File: config.mk
export PLATFORM = sky130hd
export DESIGN_NAME = sdpe_top
export DESIGN_NICKNAME = d
export VERILOG_FILES = /design/src/sdpe_pkg.sv /design/src/sdpe_dir_detect.sv /design/src/sdpe_top.sv
export SDC_FILE = /design/constraint.sdc
export NUM_CORES = 1
export LEC_CHECK = 0
export BUFFER_PORTS_ARGS = -buffer_cell sky130_fd_sc_hd__buf_2
export CAP_MARGIN = 25
export CORE_ASPECT_RATIO = 1.5
export CORE_MARGIN = 3
export CORE_UTILIZATION = 45
export DETAILED_ROUTE_END_ITERATION = 12
export HOLD_SLACK_MARGIN = 0.15
export PLACE_DENSITY = 0.72
export SLEW_MARGIN = 20
export SYNTH_ARGS = -nofsm -noshare
export SYNTH_HDL_FRONTEND = slang
export SYNTH_SLANG_ARGS = --single-unit
File: constraint.sdc
create_clock -name REF_CLK -period 4.3 [get_ports REF_CLK]
set_clock_uncertainty 0.2 [all_clocks]
set_input_delay 0.43 -clock REF_CLK [delete_from_list [all_inputs] [get_ports REF_CLK]]
set_output_delay 0.43 -clock REF_CLK [all_outputs]
set_load 0.1 [all_outputs]
File: src/sdpe_pkg.sv
// sdpe_pkg: shared constants and types for the speed/direction pulse encoder
// assumes a 100 MHz reference clock
package sdpe_pkg;

  // ****************************************************************
  // timing
  // ****************************************************************
  localparam int unsigned CLK_MHZ = 100;
  localparam int unsigned FWD_WIDTH_US = 45;
  localparam int unsigned REV_WIDTH_US = 90;
  localparam int unsigned ND_WIDTH_US = 180;
  localparam int unsigned FWD_CYCLES = FWD_WIDTH_US * CLK_MHZ;
  localparam int unsigned REV_CYCLES = REV_WIDTH_US * CLK_MHZ;
  localparam int unsigned ND_CYCLES = ND_WIDTH_US * CLK_MHZ;
  localparam int unsigned CNT_W = 16;
  localparam int unsigned CAL_EDGES = 3;
  localparam int unsigned CAL_W = 4;
  localparam int unsigned POWER_ON_US = 40;
  localparam int unsigned POWER_ON_CYCLES = POWER_ON_US * CLK_MHZ;

  // ****************************************************************
  // types
  // ****************************************************************
  typedef enum logic [1:0]
  {
    SDPE_DIR_ND = 2'h0,
    SDPE_DIR_FWD = 2'h1,
    SDPE_DIR_REV = 2'h2
  } sdpe_dir_t;

  typedef struct packed
  {
    logic ch1;
    logic ch2;
  } sdpe_chan_t;

  typedef struct packed
  {
    logic edge_seen;
    logic rising;
    sdpe_dir_t dir;
  } sdpe_evt_t;

endpackage : sdpe_pkg

File: src/sdpe_dir_detect.sv
// sdpe_dir_detect: channel hysteresis and direction classification
// assumes analog comparator levels arrive synchronous to the clock
`timescale 1ns/10ps
`default_nettype none
module sdpe_dir_detect
  import sdpe_pkg::*;
(
  input wire logic clk, // clock
  input wire logic rst_n, // synchronised reset
  input wire logic enable, // detection allowed
  input wire sdpe_chan_t above_op, // signal above operate_threshold
  input wire sdpe_chan_t below_rel, // signal below release_threshold
  input wire logic vibration, // vibration flag
  output var sdpe_evt_t evt // channel 1 switching event
);
  sdpe_chan_t state_q, state_d;
  logic [CAL_W-1:0] cal_q, cal_d;
  logic last_dir_q, last_dir_d;
  sdpe_evt_t evt_d;

  // ****************************************************************
  // next state
  // ****************************************************************
  function automatic logic hyst(input logic cur, input logic op, input logic rel);
    hyst = cur ? ~rel : op;
  endfunction : hyst

  always_comb
  begin
    state_d = state_q;
    cal_d = cal_q;
    last_dir_d = last_dir_q;
    evt_d = '0;
    if (enable)
    begin
      state_d.ch1 = hyst(state_q.ch1, above_op.ch1, below_rel.ch1);
      state_d.ch2 = hyst(state_q.ch2, above_op.ch2, below_rel.ch2);
      if (state_d.ch1 != state_q.ch1)
      begin
        evt_d.edge_seen = 1'b1;
        evt_d.rising = state_d.ch1;
        // forward when ch2 already agrees with the new ch1 level (pin4 to pin1 travel)
        last_dir_d = (state_q.ch2 == state_d.ch1);
        // an empty count holds no direction yet, so the first edge cannot count as a change
        if (vibration || (cal_q != '0 && last_dir_d != last_dir_q))
          cal_d = '0;
        else if (cal_q != CAL_W'(CAL_EDGES))
          cal_d = cal_q + CAL_W'(1);
        if (cal_q != CAL_W'(CAL_EDGES) || vibration)
          evt_d.dir = SDPE_DIR_ND;
        else
          evt_d.dir = last_dir_d ? SDPE_DIR_FWD : SDPE_DIR_REV;
      end
    end
  end

  always_ff @(posedge clk or negedge rst_n)
  begin
    if (!rst_n)
    begin
      state_q <= '0;
      cal_q <= '0;
      last_dir_q <= 1'b0;
      evt <= '0;
    end
    else
    begin
      state_q <= state_d;
      cal_q <= cal_d;
      last_dir_q <= last_dir_d;
      evt <= evt_d;
    end
  end
endmodule : sdpe_dir_detect
`default_nettype wire

File: src/sdpe_top.sv
// sdpe_top: output pulse encoder for a speed and direction tooth sensor
// assumes comparator inputs synchronous to REF_CLK
// Operation
// - one output pulse per passing tooth
// - direction carried only in pulse width
// - forward pulses are 45 us wide
// - reverse pulses are 90 us wide
// - unknown direction uses non-direction width
// - forward means pin4 toward pin1 travel
// - only channel 1 switching triggers pulses
// - pulse starts at the sensed edge
// - profile detection starts after power-on time
// - output idle until first switchpoint
// - direction widths only after calibration completes
// - channel hysteresis on operate/release thresholds
// - vibration pulses use non-direction width
`timescale 1ns/10ps
`default_nettype none
module sdpe_top
  import sdpe_pkg::*;
#(
  parameter int unsigned POWER_ON_CNT = POWER_ON_CYCLES
)
(
  input wire logic REF_CLK, // 100 MHz clock
  input wire logic RST_N, // async reset, active low
  input wire sdpe_chan_t ABOVE_OP, // above operate_threshold per channel
  input wire sdpe_chan_t BELOW_REL, // below release_threshold per channel
  input wire logic VIBRATION, // vibration detected
  output logic PULSE_OUT, // encoded output pulse, high active
  output logic READY // power-on time elapsed
);
  import sdpe_pkg::*;

  // ****************************************************************
  // reset release
  // ****************************************************************
  logic [1:0] rst_sync_q;
  logic rst_n_int;

  always_ff @(posedge REF_CLK or negedge RST_N)
  begin
    if (!RST_N)
      rst_sync_q <= 2'h0;
    else
      rst_sync_q <= {rst_sync_q[0], 1'b1};
  end
  assign rst_n_int = rst_sync_q[1];

  // ****************************************************************
  // power-on timer
  // ****************************************************************
  logic [CNT_W-1:0] por_q, por_d;
  logic ready_q, ready_d;

  always_comb
  begin
    por_d = por_q;
    ready_d = ready_q;
    if (!ready_q)
    begin
      if (por_q == CNT_W'(POWER_ON_CNT - 1))
        ready_d = 1'b1;
      else
        por_d = por_q + CNT_W'(1);
    end
  end

  always_ff @(posedge REF_CLK or negedge rst_n_int)
  begin
    if (!rst_n_int)
    begin
      por_q <= '0;
      ready_q <= 1'b0;
    end
    else
    begin
      por_q <= por_d;
      ready_q <= ready_d;
    end
  end

  // ****************************************************************
  // direction detection
  // ****************************************************************
  sdpe_evt_t evt;

  sdpe_dir_detect u_dir
  (
    .clk(REF_CLK),
    .rst_n(rst_n_int),
    .enable(ready_q),
    .above_op(ABOVE_OP),
    .below_rel(BELOW_REL),
    .vibration(VIBRATION),
    .evt(evt)
  );

  // ****************************************************************
  // pulse generator
  // ****************************************************************
  typedef enum logic [1:0]
  {
    SDPE_IDLE = 2'b01,
    SDPE_HIGH = 2'b10
  } sdpe_pstate_t;

  sdpe_pstate_t st_q, st_d;
  logic [CNT_W-1:0] cnt_q, cnt_d;
  logic out_q, out_d;

  function automatic logic [CNT_W-1:0] width_of(input sdpe_dir_t d);
    unique case (d)
      SDPE_DIR_FWD: width_of = CNT_W'(FWD_CYCLES);
      SDPE_DIR_REV: width_of = CNT_W'(REV_CYCLES);
      default: width_of = CNT_W'(ND_CYCLES);
    endcase
  endfunction : width_of

  always_comb
  begin
    st_d = st_q;
    cnt_d = cnt_q;
    out_d = out_q;
    // a switching edge restarts the pulse, merging it with any pulse still running
    if (evt.edge_seen)
    begin
      st_d = SDPE_HIGH;
      cnt_d = width_of(evt.dir) - CNT_W'(1);
      out_d = 1'b1;
    end
    else
    begin
      unique case (st_q)
        SDPE_IDLE:
        begin
          out_d = 1'b0;
        end
        SDPE_HIGH:
        begin
          if (cnt_q == '0)
          begin
            st_d = SDPE_IDLE;
            out_d = 1'b0;
          end
          else
            cnt_d = cnt_q - CNT_W'(1);
        end
        default:
        begin
          st_d = SDPE_IDLE;
          out_d = 1'b0;
        end
      endcase
    end
  end

  always_ff @(posedge REF_CLK or negedge rst_n_int)
  begin
    if (!rst_n_int)
    begin
      st_q <= SDPE_IDLE;
      cnt_q <= '0;
      out_q <= 1'b0;
    end
    else
    begin
      st_q <= st_d;
      cnt_q <= cnt_d;
      out_q <= out_d;
    end
  end

  assign PULSE_OUT = out_q;
  assign READY = ready_q;
endmodule : sdpe_top
`default_nettype wire

==> Flow_metrics.wiki, run 1 <==
{| class="wikitable"
! Metric !! Value
|-
| Run status || finished, final reports clean
|-
| Residual antenna-violating net count after detailed routing || 0
|-
| Final-layout worst hold slack || 0.1570 ns
|-
| Maximum vdd ir drop || 0.1985 mV
|-
| Number of antenna violations at the first check in global routing || 0
|-
| Total core area || 0.005285 sq mm
|-
| Drt wl/cell || 13.32 microns
|-
| Area fraction of the dominant cell type after synthesis || 46.26%
|-
| Largest net degree at the start of global routing || 47
|-
| TritonCTS clock tree || done
|-
| Post-synthesis register bit count || 48
|-
| Effective utilization at floorplan || 48.11%
|-
| Time the final worst path needs with I/O delays and setup || 2.915 ns
|-
| Gate power share || 2.4%
|-
| FF-to-FF Start || u_dir.evt[3]
|-
| Largest area contributor in the synthesized netlist || dfrtp_1
|-
| Hold Startpoint || rst_sync_q[0]
|-
| MaxCap Viol Count || 0
|-
| Clock slew at the register clock pins of the worst setup and hold paths || 0.09 ns
|-
| Total negative setup slack || 0 ns
|-
| Height of the die || 98.06 microns
|-
| Ratio of cells with drive above 1 in the final layout || 11.79%
|-
| Die span in x || 67.37 microns
|-
| TritonCTS sink count || 48
|-
| Length in cells of the worst reg-to-reg path || 7
|-
| Finished Cell Area || 0.002814 sq mm
|-
| Num CTS Buffers || 5
|-
| I/O pin cnt || 9
|-
| IO buf count || 8
|-
| Count of routing violations after the opening detailed-route iteration || 121
|-
| Later-pin clock latency in the skew report || 0.30 ns
|-
| First-pass GRT wire length || 7941 microns
|-
| Global-route usage over all layers || 15.21%
|-
| Switch Pwr || 0.1667 mW
|-
| Achievable Freq || 343.1 MHz
|-
| Cell count of the worst hold path || 0
|-
| Final Hold Viols || 0
|-
| Leakage power || 1.276 nW
|-
| Via density per instance || 5.722
|-
| Synthesized cell area || 0.002542 sq mm
|-
| Post-route fraction of the period consumed by the critical path || 67.78%
|-
| Setup repair after global routing missed its margin || no
|-
| Share of power burned in the clock network || 40.9%
|-
| Biggest fanout along the worst timing path || 23
|-
| Overflow left after global routing || 0
|-
| Clock H-tree levels || 2
|-
| Most used DFF post-synth || dfrtp_1
|-
| Largest buffer count on any clock path || 2
|-
| Sequential cell fraction of total power || 56.7%
|-
| Pwr dens || 283.7 mW/mm^2
|-
| Number of standard cells after synthesis || 247
|-
| Vias in the first global route || 1,787
|-
| Proportion of register bits with asynchronous set or reset after synthesis || 100.0%
|-
| Required time reported for the critical path endpoint || 4.27 ns
|-
| RePlAce Congestion || 0.8528
|-
| Sum of net half-perimeters after detailed placement || 3148 microns
|-
| DRC || 0
|-
| R2R Path End || cnt_q[8]
|-
| Register area share after synthesis || 47.29%
|-
| Worst setup path class || flip-flop to flip-flop
|-
| Net count of the finished layout || 277
|-
| Routed wire length || 4409 microns
|-
| Cell Rows || 32
|-
| Most used standard cell by instance count after synthesis || dfrtp_1
|-
| Clock root buffer master || clkbuf_8
|-
| Mean instance size in the synthesized netlist || 10.29 sq um
|-
| Tightest Hold Check Type || flip-flop to flip-flop
|-
| Startpoint kind of the worst setup timing path || flip-flop
|-
| CP arrival || 2.88 ns
|-
| Internal power || 0.6317 mW
|-
| Yosys cell types || 54
|-
| Endpoint of the worst hold path || rst_sync_q[1]
|-
| Number of max-slew violations in the final report || 0
|-
| Area growth syn-to-layout || 10.68%
|-
| Max_slew headroom || 57.84%
|-
| Antenna Diode Count || 0
|-
| Kind of capture point of the worst setup path || flip-flop
|-
| Commonest cells post-synth || 47 x dfrtp_1, 18 x nand2_1, 16 x xor2_1
|-
| Number of enable flip-flop cells after synthesis || 0
|-
| DIE AREA || 0.006606 sq mm
|-
| Worst Max-Slew Pin Slew || 0.6324 ns
|-
| Synthesis Warnings || 0
|-
| Top area cells in the synthesized netlist || dfrtp_1 46%, xor2_1 5.5%, ha_1 3.9%
|-
| Power consumption || 0.7984 mW
|-
| Number of setup violations in the final report || 0
|-
| Filler Cell Count || 498
|-
| Switching fraction of total power || 20.88%
|-
| Vias || 1,894
|-
| Nets in the synthesized netlist || 262
|-
| First-pass DRT Iterations || 4
|-
| Placed cell areas || 0.002643 sq mm
|-
| Register-to-register setup slack || 1.39 ns
|}
==> per-stage QoR <==
| stage | instances | util [%] | setup WS (ns) |
|---|---|---|---|
| after global routing | 331 | 53.24 | 1.176 |
| after CTS | 328 | 52.49 | 1.467 |
| final | 331 | 53.24 | 1.385 |
| after detailed placement | 318 | 50.00 | 1.482 |
| after floorplan | 247 | - | 1.847 |
| after global placement | 318 | 50.00 | 1.570 |
==> metal layers <==
layer	global-route usage, %	share of wire, %	up-vias
met5	0	0	-
met4	6.406	2.0	0
met3	3.337	3.2	12
met2	24.55	51	39
met1	19.29	44	928
li1	-	-	915
==> timing repair <==
| action | CTS | global route |
|---|---|---|
| resized for setup | 0 | 0 |
| hold endpoints to repair | 3 | 12 |
| buffers inserted | 0 | 0 |
| hold buffers | 2 | 2 |
==> flip-flops by register name, summed over array words and instances (netlist names) <==
| signal | flops |
|---|---|
| PULSE_OUT | 1 |
| READY | 1 |
| cnt_q | 16 |
| por_q | 16 |
| rst_sync_q | 2 |
| st_q | 2 |
| u_dir.cal_q | 4 |
| u_dir.evt | 3 |
| u_dir.last_dir_q | 1 |
| u_dir.state_q | 2 |
==> critical path, cell delays in order, from the launching register on <==
cell	delay [ns]
dfrtp_1	0.76
inv_1	0.43
nand2_1	0.16
ha_1	0.23
o221a_2	0.25
o211ai_2	0.18
o311ai_0	0.42
o21ai_0	0.15
==> placed cells by master (no fill, tap or decap), drive strengths merged, types with 2 or more instances in the layout <==
| cell | count |
|---|---|
| mux2i | 3 |
| dlygate4sd3 | 4 |
| nor2b | 3 |
| nor3b | 7 |
| and4 | 3 |
| mux2 | 2 |
| buf | 9 |
| nand3 | 9 |
| and4b | 2 |
| nand4 | 2 |
| nor2 | 13 |
| nor4 | 2 |
| o21a | 2 |
| o211ai | 4 |
| nand2 | 18 |
| a211oi | 2 |
| and2 | 2 |
| nor4b | 4 |
| dfrtp | 47 |
| ha | 8 |
| or4 | 3 |
| or3 | 8 |
| a31oi | 4 |
| inv | 13 |
| or3b | 3 |
| nor3 | 10 |
| xnor2 | 11 |
| o21ai | 15 |
| nand2b | 3 |
| a21oi | 6 |
| xor2 | 16 |
| clkbuf | 5 |
==> cell families (layout without fill, tap and decap cells) <==
logic type / Yosys count / count (layout) / synth area share [%]
simple gates: 95 / 95 / 21.60
other cells: 1 / 1 / 0.1475
mux: 5 / 5 / 2.067
xor+xnor: 27 / 27 / 9.301
fa+ha+maj: 8 / 8 / 3.937
flops: 48 / 48 / 47.29
compound gates: 45 / 45 / 12.70
buf+inv: 18 / 34 / 2.953
==> worst max-delay path by stage <==
stage	from	endpoint	slack (ns)
floorplan	u_dir.evt[3]	cnt_q[14]	1.85
global placement	u_dir.evt[3]	cnt_q[14]	1.57
detailed placement	u_dir.evt[3]	cnt_q[8]	1.48
CTS	u_dir.evt[3]	cnt_q[8]	1.47
global route	u_dir.evt[3]	cnt_q[8]	1.18
finish	u_dir.evt[3]	cnt_q[8]	1.39
==> power groups by stage <==
stage / clock (mW) / sequential (mW) / combinational, mW
6_report: 0.327 / 0.452 / 0.0194
5_1_grt: 0.353 / 0.453 / 0.0230
4_1_cts: 0.337 / 0.461 / 0.00832
3_5_place_dp: 0 / 0.470 / 0.00688
3_3_place_gp: 0 / 0.470 / 0.00673
2_1_floorplan: 0 / 0.467 / 0.00283
==> area by class of cell <==
type                            count  area (sq um)  area share, %
Multi-Input combinational cell    181          1265          44.95
Sequential cell                    48          1204          42.77
Tap cell                           68         85.08          3.024
Timing Repair Buffer               13         100.1          3.557
Inverter                           13         48.80          1.734
Clock inverter                      3         42.54          1.512
Clock buffer                        5         68.82          2.446
Power figures use the tool's default switching activity.
==> run 2: changes to the inputs <==
==> constraint.sdc (replaced) <==
create_clock -name REF_CLK -period 3 [get_ports REF_CLK]
set_clock_uncertainty 0.2 [all_clocks]
set_input_delay 0.3 -clock REF_CLK [delete_from_list [all_inputs] [get_ports REF_CLK]]
set_output_delay 0.3 -clock REF_CLK [all_outputs]
set_load 0.1 [all_outputs]
==> Flow_metrics.wiki, run 2 (synthesis results as in run 1) <==
{| class="wikitable"
! Metric !! Value
|-
| Run status || finished, final reports clean
|-
| GR Util met2 || 27.58%
|-
| Height of the die || 98.06 microns
|-
| Pre-CTS setup slack || 0.4789 ns
|-
| Residual antenna-violating net count after detailed routing || 0
|-
| Cell Rows || 32
|-
| Global-route met1 utilization || 19.37%
|-
| Combined area of the multi-input logic cells || 0.001265 sq mm
|-
| CP arrival || 2.55 ns
|-
| I/O pin cnt || 9
|-
| Total negative setup slack || 0 ns
|-
| Gates resized, CTS repair || 0
|-
| Startpoint kind of the worst setup timing path || flip-flop
|-
| Setup repair after global routing missed its margin || no
|-
| Busiest layer in global routing || met2
|-
| Number of setup violations in the final report || 0
|-
| Final worst setup slack || 0.4738 ns
|-
| Routed wire length || 4598 microns
|-
| Largest registers in the final layout || cnt_q: 16 flops, por_q: 16 flops, u_dir.cal_q: 4 flops
|-
| Grt met3 use || 2.992%
|-
| Required time reported for the critical path endpoint || 3.03 ns
|-
| Number of antenna violations at the first check in global routing || 0
|-
| Cells along the critical path || inv_1 -> ha_1 -> or3b_2 -> o22ai_1 -> o2111ai_4 -> or3_1 -> a31oi_1
|-
| Time the final worst path needs with I/O delays and setup || 2.526 ns
|-
| Global-route usage over all layers || 16.21%
|-
| First element of the critical path || u_dir.evt[1]
|-
| Critical path's slowest cell || or3b_2
|-
| Clock root buffer master || clkbuf_8
|-
| R2R Path End || cnt_q[9]
|-
| Vias || 1,898
|-
| Final Hold Viols || 0
|-
| Count of routing violations after the opening detailed-route iteration || 139
|-
| Final-layout worst hold slack || 0.1564 ns
|-
| First-pass GRT wire length || 8383 microns
|-
| Total core area || 0.005285 sq mm
|-
| Clock H-tree levels || 2
|-
| RePlAce Congestion || 0.8524
|-
| Biggest fanout along the worst timing path || 6
|-
| IO buf count || 8
|-
| Worst setup path class || flip-flop to flip-flop
|-
| Post-CTS Setup Repair Bufs || 0
|-
| Num CTS Buffers || 5
|-
| Effective utilization at floorplan || 48.11%
|-
| Via density per instance || 5.599
|-
| DIE AREA || 0.006606 sq mm
|-
| Die span in x || 67.37 microns
|-
| Register-to-register setup slack || 0.47 ns
|-
| First-pass DRT Iterations || 4
|-
| Maximum vdd ir drop || 0.4834 mV
|-
| Pwr dens || 393.4 mW/mm^2
|-
| Leakage power || 1.316 nW
|-
| Length in cells of the worst reg-to-reg path || 7
|-
| Achievable Freq || 395.9 MHz
|-
| Filler Cell Count || 498
|-
| Net count of the finished layout || 285
|-
| Antenna Diode Count || 0
|-
| Tightest Hold Check Type || flip-flop to flip-flop
|-
| Worst Max-Slew Pin Slew || 0.6659 ns
|-
| Area growth syn-to-layout || 13.29%
|-
| FF/Latch Area || 0.001204 sq mm
|-
| Largest stage delay on the critical path || 0.53 ns
|-
| Top library cells by usage in the layout, fill and taps aside || 46 x dfrtp_1, 18 x nand2_1, 16 x xor2_1
|-
| Clock slew at the register clock pins of the worst setup and hold paths || 0.09 ns
|-
| Largest buffer count on any clock path || 2
|-
| TritonCTS sink count || 48
|-
| Post-route fraction of the period consumed by the critical path || 84.21%
|-
| CP endpoint || cnt_q[9]
|-
| Most common library cell in the layout ignoring fill and taps || dfrtp_1
|-
| Later-pin clock latency in the skew report || 0.30 ns
|-
| Sum of net half-perimeters after detailed placement || 3226 microns
|-
| Vias in the first global route || 1,953
|-
| MaxCap Viol Count || 0
|-
| Largest net degree at the start of global routing || 47
|-
| Ratio of cells with drive above 1 in the final layout || 12.55%
|-
| TritonCTS clock tree || done
|-
| Number of max-slew violations in the final report || 0
|-
| Drt wl/cell || 13.56 microns
|-
| Number of hold buffers added after cts || 6
|-
| Max_slew headroom || 55.46%
|-
| Kind of capture point of the worst setup path || flip-flop
|-
| Overflow left after global routing || 0
|-
| DRC || 0
|-
| FF-to-FF Start || u_dir.evt[1]
|}
==> run 2: how the worst min path moves through the flow <==
| stage | startpoint | slack (ns) | endpoint | cells after the start |
|---|---|---|---|---|
| 2_1_floorplan | RST_N | -0.20 | rst_sync_q[0] | 0 |
| 3_3_place_gp | RST_N | -0.12 | rst_sync_q[0] | 1 |
| 3_5_place_dp | RST_N | -0.11 | rst_sync_q[0] | 1 |
| 4_1_cts | rst_sync_q[0] | 0.16 | rst_sync_q[1] | 0 |
| 5_1_grt | rst_sync_q[0] | 0.17 | rst_sync_q[1] | 0 |
| 6_report | rst_sync_q[0] | 0.16 | rst_sync_q[1] | 0 |
==> run 2: power by group <==
part	internal [mW]	switching (mW)	leakage [nW]	total (mW)
logic	0.0132	0.0180	0.635	0.0312
clock network	0.247	0.206	0.0552	0.454
registers	0.648	0.000420	0.626	0.648
==> run 2: layout make-up <==
class	count	share of cell area [%]
Inverter	13	1.694
Timing Repair Buffer	21	5.908
Multi-Input combinational cell	181	43.92
Clock inverter	2	1.216
Sequential cell	48	41.79
Tap cell	68	2.954
Clock buffer	6	2.520
==> run 2: stage by stage <==
step           util [%]  cells  total power, mW  instance area, sq um
3_5_place_dp      50.57    322           0.6830                  2673
2_1_floorplan         -    247           0.6736                  2542
5_1_grt           54.50    339            1.179                  2880
3_3_place_gp      50.57    322           0.6828                  2673
4_1_cts           53.74    336            1.145                  2840
6_report          54.50    339            1.133                  2880
==> run 2: worst max-delay path: cells and delay by family, from the launching register on <==
family	cells	cell delay (ns)
fa+ha+maj	1	0.28
flops	1	0.39
compound gates	3	0.63
simple gates	2	0.89
buf+inv	1	0.07
==> run 2: metal layers <==
| layer | wire length, microns | up-vias |
|---|---|---|
| li1 | - | 935 |
| met1 | 1886 | 910 |
| met2 | 2450 | 42 |
| met3 | 148 | 11 |
| met4 | 112 | 0 |
| met5 | 0 | - |
